File: src/common/iosd_pkg.sv
// Purpose: Constants and types for the I/O space decoder
// Assumes: 8-bit data space addresses, one access per clock
// Notes:   Shared by the decoder and its low I/O bank
package iosd_pkg;

  // ----------------------------------------------------------------
  // Access kinds from the core
  // ----------------------------------------------------------------
  typedef enum logic [2:0] {
    OP_IDLE     = 3'b000,
    OP_IO_IN    = 3'b001,
    OP_IO_OUT   = 3'b010,
    OP_DS_LOAD  = 3'b011,
    OP_DS_STORE = 3'b100,
    OP_BIT_SET  = 3'b101,
    OP_BIT_CLR  = 3'b110,
    OP_BIT_TEST = 3'b111
  } iosd_op_type;

  typedef enum logic [1:0] {
    TGT_NONE = 2'b00,
    TGT_LOW  = 2'b01,
    TGT_TWI  = 2'b10,
    TGT_RESV = 2'b11
  } iosd_tgt_type;

  // ----------------------------------------------------------------
  // Address map
  // ----------------------------------------------------------------
  localparam logic [7:0] IO_LAST     = 8'h3F;
  localparam logic [7:0] BIT_LAST    = 8'h1F;
  localparam logic [7:0] DS_IO_BASE  = 8'h20;
  localparam logic [7:0] EXT_BASE    = 8'h60;
  localparam logic [7:0] EXT_LAST    = 8'hFF;
  localparam int         LOW_DEPTH   = 64;

  localparam logic [7:0] TWI_BIT_RATE   = 8'hB8;
  localparam logic [7:0] TWI_STATUS     = 8'hB9;
  localparam logic [7:0] TWI_OWN_ADDR   = 8'hBA;
  localparam logic [7:0] TWI_DATA       = 8'hBB;
  localparam logic [7:0] TWI_CONTROL    = 8'hBC;
  localparam logic [7:0] TWI_ADDR_MASK  = 8'hBD;
  localparam logic [7:0] TWI_HIGH_SPEED = 8'hBE;

  // ----------------------------------------------------------------
  // Low I/O status register with write-one-to-clear flags
  // ----------------------------------------------------------------
  localparam logic [5:0] FLAG_IDX  = 6'h16;
  localparam logic [7:0] FLAG_W1C  = 8'hFF;

  // ----------------------------------------------------------------
  // Field positions
  // ----------------------------------------------------------------
  localparam int         CTRL_INT_BIT  = 7;
  localparam int         CTRL_WCOL_BIT = 3;
  localparam logic [7:0] CTRL_RW_MASK  = 8'h75;
  localparam int         STAT_LSB      = 3;

  // ----------------------------------------------------------------
  // Reset values
  // ----------------------------------------------------------------
  localparam logic [7:0] LOW_RESET  = 8'h00;
  localparam logic [7:0] TWI_RESET  = 8'h00;
  localparam logic [1:0] PS_RESET   = 2'h0;
  localparam logic [6:0] MASK_RESET = 7'h00;

endpackage

File: src/logic/iosd_low_bank.sv
// Purpose: Storage for the 64 low I/O locations
// Assumes: At most one write kind per cycle
// Notes:   One location holds hardware-set, write-one-to-clear flags
`timescale 1ns/10ps
module iosd_low_bank (
  input  wire logic       i_clock,
  input  wire logic       i_rst_n,
  input  wire logic       i_wr,
  input  wire logic       i_bset,
  input  wire logic       i_bclr,
  input  wire logic [5:0] i_idx,
  input  wire logic [2:0] i_bit,
  input  wire logic [7:0] i_wdata,
  input  wire logic [7:0] i_events,
  output logic      [7:0] o_rd_data,
  output logic      [7:0] o_flags
);

  logic [7:0] mem_q [iosd_pkg::LOW_DEPTH];

  // ----------------------------------------------------------------
  // Next value of one location
  // ----------------------------------------------------------------
  function automatic logic [7:0] f_next(
    input logic [7:0] cur,
    input logic [7:0] w1c
  );
    logic [7:0] one;
    logic [7:0] nxt;
    one = 8'h01 << i_bit;
    nxt = cur;
    if (i_wr)
      nxt = (i_wdata & ~w1c) | (cur & w1c & ~i_wdata);
    else if (i_bset)
      nxt = (cur | (one & ~w1c)) & ~(one & w1c);
    else if (i_bclr)
      nxt = cur & ~(one & ~w1c);
    return nxt;
  endfunction

  always_ff @(posedge i_clock or negedge i_rst_n)
  begin
    if (!i_rst_n)
    begin
      for (int i = 0; i < iosd_pkg::LOW_DEPTH; i++)
        mem_q[i] <= iosd_pkg::LOW_RESET;
    end
    else
    begin
      if ((i_wr || i_bset || i_bclr) && i_idx != iosd_pkg::FLAG_IDX)
        mem_q[i_idx] <= f_next(mem_q[i_idx], 8'h00);
      // Hardware set wins over a clear in the same cycle
      if ((i_wr || i_bset || i_bclr) && i_idx == iosd_pkg::FLAG_IDX)
        mem_q[iosd_pkg::FLAG_IDX] <=
          f_next(mem_q[iosd_pkg::FLAG_IDX], iosd_pkg::FLAG_W1C)
          | i_events;
      else
        mem_q[iosd_pkg::FLAG_IDX] <= mem_q[iosd_pkg::FLAG_IDX] | i_events;
    end
  end

  assign o_rd_data = mem_q[i_idx];
  assign o_flags   = mem_q[iosd_pkg::FLAG_IDX];

endmodule

File: src/logic/iosd_decoder.sv
// Purpose: I/O space decoder and two-wire interface register map
// Assumes: Core presents one access per cycle on i_op/i_addr
// Notes:   Reads answer one cycle after the request
`timescale 1ns/10ps
module iosd_decoder (
  input  wire logic       i_clock,
  input  wire logic       i_rst_n,
  input  wire logic [2:0] i_op,
  input  wire logic [7:0] i_addr,
  input  wire logic [2:0] i_bit_idx,
  input  wire logic [7:0] i_wdata,
  input  wire logic [7:0] i_flag_events,
  input  wire logic       i_twi_int,
  input  wire logic [4:0] i_twi_status,
  input  wire logic       i_twi_wcol,
  output logic      [7:0] o_rdata,
  output logic            o_rvalid,
  output logic            o_bit_value,
  output logic            o_refused,
  output logic      [7:0] o_twi_bit_rate,
  output logic      [1:0] o_twi_prescale,
  output logic      [7:0] o_twi_own_addr,
  output logic      [7:0] o_twi_data,
  output logic      [7:0] o_twi_control,
  output logic      [6:0] o_twi_addr_mask,
  output logic            o_twi_high_speed
);

  // ----------------------------------------------------------------
  // Reset release
  // ----------------------------------------------------------------
  logic rst_meta_q;
  logic rst_n_q;

  always_ff @(posedge i_clock or negedge i_rst_n)
  begin
    if (!i_rst_n)
    begin
      rst_meta_q <= 1'b0;
      rst_n_q    <= 1'b0;
    end
    else
    begin
      rst_meta_q <= 1'b1;
      rst_n_q    <= rst_meta_q;
    end
  end

  // ----------------------------------------------------------------
  // Decode
  // ----------------------------------------------------------------
  function automatic iosd_pkg::iosd_tgt_type f_target(
    input logic [2:0] op,
    input logic [7:0] a
  );
    iosd_pkg::iosd_tgt_type t;
    t = iosd_pkg::TGT_NONE;
    if (op == iosd_pkg::OP_IO_IN || op == iosd_pkg::OP_IO_OUT)
    begin
      if (a <= iosd_pkg::IO_LAST)
        t = iosd_pkg::TGT_LOW;
    end
    else if (op == iosd_pkg::OP_BIT_SET || op == iosd_pkg::OP_BIT_CLR ||
             op == iosd_pkg::OP_BIT_TEST)
    begin
      if (a <= iosd_pkg::BIT_LAST)
        t = iosd_pkg::TGT_LOW;
    end
    else if (op == iosd_pkg::OP_DS_LOAD || op == iosd_pkg::OP_DS_STORE)
    begin
      if (a >= iosd_pkg::EXT_BASE)
      begin
        if (a >= iosd_pkg::TWI_BIT_RATE && a <= iosd_pkg::TWI_HIGH_SPEED)
          t = iosd_pkg::TGT_TWI;
        else
          t = iosd_pkg::TGT_RESV;
      end
      else if (a >= iosd_pkg::DS_IO_BASE)
        t = iosd_pkg::TGT_LOW;
    end
    return t;
  endfunction

  function automatic logic [5:0] f_low_index(
    input logic [2:0] op,
    input logic [7:0] a
  );
    logic [7:0] idx;
    idx = a;
    if (op == iosd_pkg::OP_DS_LOAD || op == iosd_pkg::OP_DS_STORE)
      idx = 8'(a - iosd_pkg::DS_IO_BASE);
    return idx[5:0];
  endfunction

  iosd_pkg::iosd_tgt_type tgt;
  logic [5:0]             low_idx;
  logic                   is_read;
  logic                   is_write;
  logic                   low_wr;
  logic                   low_bset;
  logic                   low_bclr;
  logic                   twi_wr;
  logic [7:0]             low_rd_data;
  logic [7:0]             low_flags;
  logic [7:0]             twi_rd_data;

  assign tgt      = f_target(i_op, i_addr);
  assign low_idx  = f_low_index(i_op, i_addr);
  assign is_read  = i_op == iosd_pkg::OP_IO_IN ||
                    i_op == iosd_pkg::OP_DS_LOAD ||
                    i_op == iosd_pkg::OP_BIT_TEST;
  assign is_write = i_op == iosd_pkg::OP_IO_OUT ||
                    i_op == iosd_pkg::OP_DS_STORE;
  assign low_wr   = is_write && tgt == iosd_pkg::TGT_LOW;
  assign low_bset = i_op == iosd_pkg::OP_BIT_SET &&
                    tgt == iosd_pkg::TGT_LOW;
  assign low_bclr = i_op == iosd_pkg::OP_BIT_CLR &&
                    tgt == iosd_pkg::TGT_LOW;
  assign twi_wr   = is_write && tgt == iosd_pkg::TGT_TWI;

  // ----------------------------------------------------------------
  // Low I/O locations
  // ----------------------------------------------------------------
  iosd_low_bank u_low_bank (
    .i_clock   (i_clock),
    .i_rst_n   (rst_n_q),
    .i_wr      (low_wr),
    .i_bset    (low_bset),
    .i_bclr    (low_bclr),
    .i_idx     (low_idx),
    .i_bit     (i_bit_idx),
    .i_wdata   (i_wdata),
    .i_events  (i_flag_events),
    .o_rd_data (low_rd_data),
    .o_flags   (low_flags)
  );

  // ----------------------------------------------------------------
  // Two-wire interface registers
  // ----------------------------------------------------------------
  always_ff @(posedge i_clock or negedge rst_n_q)
  begin
    if (!rst_n_q)
    begin
      o_twi_bit_rate   <= iosd_pkg::TWI_RESET;
      o_twi_prescale   <= iosd_pkg::PS_RESET;
      o_twi_own_addr   <= iosd_pkg::TWI_RESET;
      o_twi_data       <= iosd_pkg::TWI_RESET;
      o_twi_addr_mask  <= iosd_pkg::MASK_RESET;
      o_twi_high_speed <= 1'b0;
    end
    else if (twi_wr)
    begin
      if (i_addr == iosd_pkg::TWI_BIT_RATE)
        o_twi_bit_rate <= i_wdata;
      else if (i_addr == iosd_pkg::TWI_STATUS)
        o_twi_prescale <= i_wdata[1:0];
      else if (i_addr == iosd_pkg::TWI_OWN_ADDR)
        o_twi_own_addr <= i_wdata;
      else if (i_addr == iosd_pkg::TWI_DATA)
        o_twi_data <= i_wdata;
      else if (i_addr == iosd_pkg::TWI_ADDR_MASK)
        o_twi_addr_mask <= i_wdata[7:1];
      else if (i_addr == iosd_pkg::TWI_HIGH_SPEED)
        o_twi_high_speed <= i_wdata[0];
    end
  end

  // Control: interrupt flag is write-one-to-clear, collision is a mirror
  logic ctrl_wr;
  assign ctrl_wr = twi_wr && i_addr == iosd_pkg::TWI_CONTROL;

  always_ff @(posedge i_clock or negedge rst_n_q)
  begin
    if (!rst_n_q)
      o_twi_control <= iosd_pkg::TWI_RESET;
    else
    begin
      if (ctrl_wr)
        o_twi_control <= (i_wdata & iosd_pkg::CTRL_RW_MASK) |
                         (o_twi_control & ~iosd_pkg::CTRL_RW_MASK);
      // Set wins: an interrupt in the clearing cycle is kept
      o_twi_control[iosd_pkg::CTRL_INT_BIT] <= i_twi_int ||
        (o_twi_control[iosd_pkg::CTRL_INT_BIT] &&
         !(ctrl_wr && i_wdata[iosd_pkg::CTRL_INT_BIT]));
      o_twi_control[iosd_pkg::CTRL_WCOL_BIT] <= i_twi_wcol;
    end
  end

  always_comb
  begin
    twi_rd_data = 8'h00;
    if (i_addr == iosd_pkg::TWI_BIT_RATE)
      twi_rd_data = o_twi_bit_rate;
    else if (i_addr == iosd_pkg::TWI_STATUS)
      twi_rd_data = {i_twi_status, 1'b0, o_twi_prescale};
    else if (i_addr == iosd_pkg::TWI_OWN_ADDR)
      twi_rd_data = o_twi_own_addr;
    else if (i_addr == iosd_pkg::TWI_DATA)
      twi_rd_data = o_twi_data;
    else if (i_addr == iosd_pkg::TWI_CONTROL)
      twi_rd_data = o_twi_control;
    else if (i_addr == iosd_pkg::TWI_ADDR_MASK)
      twi_rd_data = {o_twi_addr_mask, 1'b0};
    else if (i_addr == iosd_pkg::TWI_HIGH_SPEED)
      twi_rd_data = {7'h00, o_twi_high_speed};
  end

  // ----------------------------------------------------------------
  // Answer to the core
  // ----------------------------------------------------------------
  always_ff @(posedge i_clock or negedge rst_n_q)
  begin
    if (!rst_n_q)
    begin
      o_rdata     <= 8'h00;
      o_rvalid    <= 1'b0;
      o_bit_value <= 1'b0;
      o_refused   <= 1'b0;
    end
    else
    begin
      o_rvalid  <= is_read;
      o_refused <= i_op != iosd_pkg::OP_IDLE &&
                   tgt == iosd_pkg::TGT_NONE;
      if (is_read && tgt == iosd_pkg::TGT_LOW)
        o_rdata <= low_rd_data;
      else if (is_read && tgt == iosd_pkg::TGT_TWI)
        o_rdata <= twi_rd_data;
      else if (is_read)
        o_rdata <= 8'h00;
      o_bit_value <= i_op == iosd_pkg::OP_BIT_TEST &&
                     tgt == iosd_pkg::TGT_LOW &&
                     low_rd_data[i_bit_idx];
    end
  end
endmodule

File: config.mk
export PLATFORM = sky130hd
export DESIGN_NAME = iosd_decoder
export DESIGN_NICKNAME = d
export VERILOG_FILES = /design/src/common/iosd_pkg.sv /design/src/logic/iosd_low_bank.sv /design/src/logic/iosd_decoder.sv
export SDC_FILE = /design/constraint.sdc
export NUM_CORES = 1
export LEC_CHECK = 0
export BUFFER_PORTS_ARGS = -buffer_cell sky130_fd_sc_hd__buf_4
export CORE_MARGIN = 2
export CORE_UTILIZATION = 40
export DETAILED_ROUTE_END_ITERATION = 6
export SYNTH_ARGS = -nofsm -noshare
export SYNTH_HDL_FRONTEND = slang
export SYNTH_SLANG_ARGS = --single-unit
export TNS_END_PERCENT = 1
File: constraint.sdc
create_clock -name i_clock -period 21.4 [get_ports i_clock]
set_input_delay 4.28 -clock i_clock [delete_from_list [all_inputs] [get_ports i_clock]]
set_output_delay 4.28 -clock i_clock [all_outputs]
set_load 0.05 [all_outputs]
==> flow_metrics.tcl, run 1 <==
set metrics [dict create \
    status "complete, no violations" \
    clockRootBuffer "clkbuf_16" \
    critPathKind "in2reg" \
    clk_pin_slew_worst_paths_ns 0.06 \
    drt-wirelength-per-cell_um 25.1 \
    power_density_mw_per_mm2 82.4 \
    fin_crit_sh 0.413 \
    synth_top_area_frac 0.544 \
    grt_overflow_total 0 \
    cts.repair.resized 0 \
    yosys-top-cells-area "dfrtp_1 54%, o21ai_0 9.2%, nand2_1 8.1%" \
    dp_hpwl_mm 54.9 \
    htreeDepth 2 \
    synth.yosys.seq_area_share 0.544 \
    post-place-cells 3334 \
    synth-seq-cells 566 \
    synth_fp_nets 2553 \
    netlist_area_mm2 0.0260 \
    design_area_mm2 0.0295 \
    drc 0 \
    core_area_mm2 0.0645 \
    required_ns 21.86 \
    io_pins 92 \
    cts_buffers 61 \
    drive_above_1_share 0.175 \
    clock-sinks 566 \
    cts_tree "built" \
    detail_route.iter0.violations 2633 \
    peakVddDrop_mv 0.0620 \
    tightest_slew_ns 1.25 \
    avgSynthCellArea_um2 10.4 \
    n_antenna_cell 0 \
    synth_edf_count 0 \
    placed_area_mm2 0.0274 \
    num_rows 93 \
    p_total_mw 2.43 \
    dr_total_vias 20900 \
    yosysWarnings 0 \
    grt_pass1_wl_mm 131 \
    setup_viol 0 \
    async_flop_share 1.00 \
    post_drt_via_cell_ratio 6.08 \
    maxSlewHeadroom 0.169 \
    area_growth_pct 13.4 \
    clock_path_buffers 3 \
    rsz0062_at_grt "no" \
    drtPass1Iterations 6 \
    start_util 0.404 \
    die_h_um 259 \
    cp.arrival_ns 9.30 \
    nets 2581 \
    fmax_mhz 113 \
    cts_setup_buffers 0 \
    antenna_left 0 \
    finalNonFillerCells 3445 \
    setup-tns-final_ns 0 \
    die_width_um 259 \
    ys_types 69 \
    hold_path_class "reg2async" \
    synth_area_leader_cell "dfrtp_1" \
    power_leakage_nw 12.8 \
    fillCellCount 6026 \
    seq_area_mm2 0.0142 \
    hold_violations 0 \
    insertion_delay_ns 0.65 \
    grt_pass1_vias 20600 \
    cp-start-kind "input pin" \
    cp-end-kind "register" \
    antenna_found_initial 1 \
    port_buffers 90 \
    fp.dieArea_mm2 0.0672 \
    finalClockSkew_ns 0.0450 \
    period_minus_slack_ns 8.84 \
    cap_violations 0 \
    totalWireLength_mm 86.5 \
    post_synth_inst_count 2514 \
    gp_congestion 0.929 \
    cts_hold_buf 0 \
    critPathMaxFanout 47 \
    synthFlopType "dfrtp_1" \
    grt_max_degree 184 \
    track_usage 0.257 \
    slew_violations 0 \
    hold_slack_ns 0.344 \
    multi_input_comb_area_mm2 0.0111 \
]
-- cells in the final DEF (no fill, tap or decap), types with 11 or more instances in the layout --
cell type,n
a21oi_1,41
a221oi_1,36
a22oi_1,30
a31oi_1,21
buf_4,132
clkbuf_16,62
clkbuf_8,19
clkinv_2,11
dfrtp_1,565
mux2_2,95
mux2i_1,49
mux4_2,74
nand2_1,559
nand3_1,78
nor2_1,57
nor2b_1,14
o21ai_0,481
o21ai_1,27
o21ai_2,20
o22ai_1,22
-- registers in the layout, indices dropped and copies added, names as in the netlist, 2 cells and up --
| name | flops |
|---|---|
| o_twi_addr_mask | 7 |
| o_twi_own_addr | 8 |
| u_low_bank.mem_q | 504 |
| u_low_bank.o_flags | 8 |
| o_twi_control | 7 |
| o_twi_bit_rate | 8 |
| o_twi_data | 8 |
| o_rdata | 8 |
| o_twi_prescale | 2 |
-- area by class of cell --
cell class                      instances  share of cell area
Clock buffer                           90              0.0625
Clock inverter                         21             0.00864
Tap cell                              855              0.0362
Multi-Input combinational cell       1769               0.376
Timing Repair Buffer                  136              0.0354
Sequential cell                       566               0.480
Inverter                                8             0.00102
-- where the power goes --
group | leakage, nW | switching (mW) | total [mW] | internal, mW
clock network | 1.04 | 0.446 | 1.10 | 0.654
registers | 7.81 | 0.0196 | 1.12 | 1.10
logic | 3.91 | 0.154 | 0.212 | 0.0575
total | 12.8 | 0.620 | 2.43 | 1.81
-- cells in the mapped netlist (all sizes together) (4+ instances only) --
| master | number |
|---|---|
| dfrtp | 566 |
| nand2 | 559 |
| o21ai | 528 |
| clkbuf | 109 |
| mux2 | 96 |
| nand3 | 78 |
| mux4 | 74 |
| buf | 62 |
| nor2 | 59 |
| mux2i | 49 |
| a21oi | 47 |
| a221oi | 36 |
| a22oi | 30 |
| o22ai | 22 |
| a31oi | 21 |
| nor2b | 15 |
| nor3 | 15 |
| and2 | 14 |
| a21o | 10 |
| a22o | 10 |
| a221o | 7 |
| inv | 7 |
| nand4 | 7 |
| o2111ai | 7 |
| o211ai | 7 |
| o21a | 7 |
| and3 | 6 |
| o2bb2ai | 6 |
| nand3b | 5 |
| o221ai | 5 |
| o22a | 5 |
| nand2b | 4 |
-- through the flow --
| stage | setup WS [ns] | util |
|---|---|---|
| 6_report | 12.56 | 0.458 |
| 3_5_place_dp | 12.06 | 0.425 |
| 2_1_floorplan | 4.46 | - |
| 5_1_grt | 12.46 | 0.458 |
| 4_1_cts | 12.72 | 0.458 |
| 3_3_place_gp | 12.13 | 0.425 |
-- path summary, 6_finish.rpt --
path / from / endpoint / slack, ns / depth (start not counted)
worst max-delay path: i_addr[2] / u_low_bank.mem_q[242] / 12.56 / 11
worst min-delay path: rst_n_q / u_low_bank.mem_q[285] / 0.34 / 0
worst max register to register: rst_n_q / u_low_bank.mem_q[98] / 17.01 / 4
worst min register to register: rst_n_q / u_low_bank.mem_q[285] / 0.34 / 0
max in group asynchronous: rst_n_q / u_low_bank.mem_q[98] / 17.01 / 4
min in group i_clock: rst_meta_q / rst_n_q / 0.35 / 0
-- cell families after synthesis --
logic type | share of synthesized area
muxes | 0.124
AOI/OAI and AO/OA | 0.172
and+or+nand+nor | 0.127
buffers and inverters | 0.0325
other | 0.000288
DFF | 0.544
xor gates and xnor gates | 0.000673
-- layer usage --
| metal | share of wire | GRT usage | wire, um | up-vias |
|---|---|---|---|---|
| li1 | - | - | - | 9075 |
| met1 | 0.41 | 0.346 | 35500 | 10600 |
| met2 | 0.46 | 0.405 | 39800 | 1066 |
| met3 | 0.088 | 0.0552 | 7630 | 222 |
| met4 | 0.042 | 0.106 | 3610 | 2 |
| met5 | 0.00012 | 0 | 10 | - |
-- critical path: stages --
cell and delay (ns):
buf_6 0.35, buf_4 0.66, buf_4 0.66, mux4_2 0.44, mux2i_1 0.27, o22ai_1 0.11, a21oi_1 0.50, nand3_1 0.34
a21oi_4 0.66, buf_4 0.64, o21ai_0 0.22
Note: power is estimated with default switching activity, not from simulation.
==> inputs of run 2 (changes only) <==
- ABC_AREA: unset -> 1
- clock period: 21.4 -> 8.1 ns (I/O delays scaled with it)
==> flow_metrics.tcl, run 2 <==
set metrics [dict create \
    fp.dieArea_mm2 0.0728 \
    num_rows 97 \
    synth_fp_nets 3974 \
    hold_path_class "reg2async" \
    yosysWarnings 0 \
    synth_top_family_by_area "simple AND/OR/NAND/NOR gates" \
    rr_worst_depth 14 \
    p_sw_frac 0.272 \
    antenna_found_initial 3 \
    cap_violations 0 \
    cp_common_cell "nand2_1" \
    post_synth_inst_count 3935 \
    synth_area_leader_cell "dfrtp_1" \
    clk_pin_slew_worst_paths_ns 0.06 \
    grt.busiest_layer "met2" \
    drtPass1Iterations 5 \
    grt_pass1_vias 25000 \
    async_flop_share 1.00 \
    synthSimpleGateAreaFrac 0.399 \
    netlist_area_mm2 0.0283 \
    peakVddDrop_mv 0.184 \
    multi_input_comb_area_mm2 0.0127 \
    status "complete, no violations" \
    critPathTopFamily "simple AND/OR/NAND/NOR gates" \
    insertion_delay_ns 0.63 \
    top_register "u_low_bank.mem_q" \
    synth_fa_ha_area_frac 0 \
    slew_violations 0 \
    dp_hpwl_mm 59.5 \
    grtUsageMet1 0.375 \
    yosys-top-cells-area "dfrtp_1 50%, nand2_1 31%, nor2_1 2.6%" \
    start_util 0.403 \
    grt_pass1_wl_mm 150 \
    ys_types 38 \
    clock_path_buffers 3 \
    rsz0062_at_grt "no" \
    synthMuxAreaShare 0 \
    synth.yosys.seq_area_share 0.501 \
    cts_hold_buf 0 \
    clock-sinks 566 \
    gp_congestion 0.915 \
    worstPathCellList "buf_4 -> inv_2 -> nor2_4 -> buf_12 -> nand2_1 -> nand2_1 -> o21ai_0 -> nand2_1 -> nand2_1 -> nand2_1 -> nor2_1 -> nand2_1 -> nand3_1 -> nand3_4 -> nand2_1 -> nand2_1" \
    tightest_slew_ns 1.14 \
    preCtsSetupSlack_ns 2.19 \
    synth_compound_area_frac 0.0493 \
    power_leakage_nw 17.1 \
    power_density_mw_per_mm2 203 \
    drive_above_1_share 0.0837 \
    reg2reg_setup_slack_ns 4.69 \
    slowest_stage "nand3_4" \
    fillCellCount 7184 \
    pwr-share-seq 0.462 \
    setup_viol 0 \
    required_ns 8.60 \
    totalWireLength_mm 96.0 \
    grt_overflow_total 0 \
    post_drt_via_cell_ratio 5.26 \
    layout_common_cells "2357 x nand2_1, 565 x dfrtp_1, 193 x nor2_1, 145 x inv_1, 145 x o21ai_0" \
    yosysMostFrequentCell "nand2_1" \
    htreeDepth 2 \
    hold_violations 0 \
    timing.final.ws_setup_ns 2.76 \
    maxSlewHeadroom 0.240 \
    fmax_mhz 187 \
    track_usage 0.263 \
    io_pins 92 \
    area_growth_pct 12.0 \
    netSwitchingPower_mw 1.75 \
    layout_commonest_cell "nand2_1" \
    drt-wirelength-per-cell_um 19.4 \
    die_width_um 270 \
    gr-usage-met2 0.410 \
    synth_top_area_frac 0.501 \
    grt_max_degree 174 \
    synthFlopType "dfrtp_1" \
    core_area_mm2 0.0700 \
    grt_use_met3 0.0362 \
    period_minus_slack_ns 5.34 \
    critPathBufInv 3 \
    dr_total_vias 26100 \
    cts_buffers 60 \
    slowest_delay_ns 0.83 \
    avgSynthCellArea_um2 7.18 \
    seq_area_mm2 0.0142 \
    synth.top_cells.by_count "2357 x nand2_1, 566 x dfrtp_1, 196 x nor2_1, 148 x inv_1, 145 x o21ai_0" \
    cp.arrival_ns 5.84 \
    nets 4006 \
    drc 0 \
    antenna_left 0 \
    hold_slack_ns 0.245 \
    cp-end-kind "register" \
    setup-tns-final_ns 0 \
    cts.repair.resized 0 \
    synth_edf_count 0 \
    post-route-util 0.452 \
    p_total_mw 6.42 \
    largest_reg_flops 504 \
    critPathMaxFanout 88 \
    finalClockSkew_ns 0.0166 \
    fin_crit_sh 0.659 \
    cts_tree "built" \
    internal-power_mw 4.67 \
    cp-start-kind "input pin" \
    comb_power_share 0.100 \
    cts_setup_buffers 0 \
    detail_route.iter0.violations 2872 \
    clockRootBuffer "clkbuf_16" \
    yosys.area_share.xor_xnor 0 \
    critical_path_depth 16 \
    port_buffers 90 \
    synth-seq-cells 566 \
    p_clk_frac 0.438 \
    critPathKind "in2reg" \
    die_h_um 270 \
]
[run 2: power groups by stage]
stage                     clock [mW]  combinational (mW)  sequential [mW]
after CTS                       2.85               0.641             2.96
final                           2.81               0.643             2.96
after global placement             0               0.634             3.01
after floorplan                    0               0.366             3.05
after global routing            2.97               0.700             2.97
after detailed placement           0               0.640             3.01
[run 2: routing by layer]
metal  vias to the layer above  share of wire
li1                      12200              -
met1                     12600           0.44
met2                       986           0.45
met3                       198          0.075
met4                         0          0.035
met5                         -              0
[run 2: path summary, 6_finish.rpt]
check | start | end
max | i_addr[1] | u_low_bank.mem_q[274]
min | rst_n_q | u_low_bank.mem_q[286]
max reg2reg | u_low_bank.mem_q[186] | u_low_bank.mem_q[274]
min reg2reg | rst_n_q | u_low_bank.mem_q[286]
max in group asynchronous | rst_n_q | u_low_bank.mem_q[340]
min in group i_clock | rst_meta_q | rst_n_q
[run 2: kinds of logic (layout without fill, tap and decap cells)]
| group | Yosys count | in the layout |
|---|---|---|
| and+or+nand+nor | 2801 | 2801 |
| DFF | 566 | 566 |
| buffers and inverters | 312 | 389 |
| AOI/OAI and AO/OA | 254 | 254 |
| other | 2 | 5 |
[run 2: final cells by class]
type                    instances  area share
flip-flops and latches        566       0.448
multi-input cells            3057       0.402
clock buffers                  88      0.0568
well taps                     940      0.0372
repair buffers                127      0.0317
inverters                     155      0.0185
clock inverters                19     0.00593
diodes                          3    0.000237
[run 2: per-stage QoR]
step,cells,cell area [um2]
detailed placement,4845,29700
floorplan,3935,28300
global placement,4845,29700
finish,4955,31600
CTS,4952,31600
global route,4954,31600
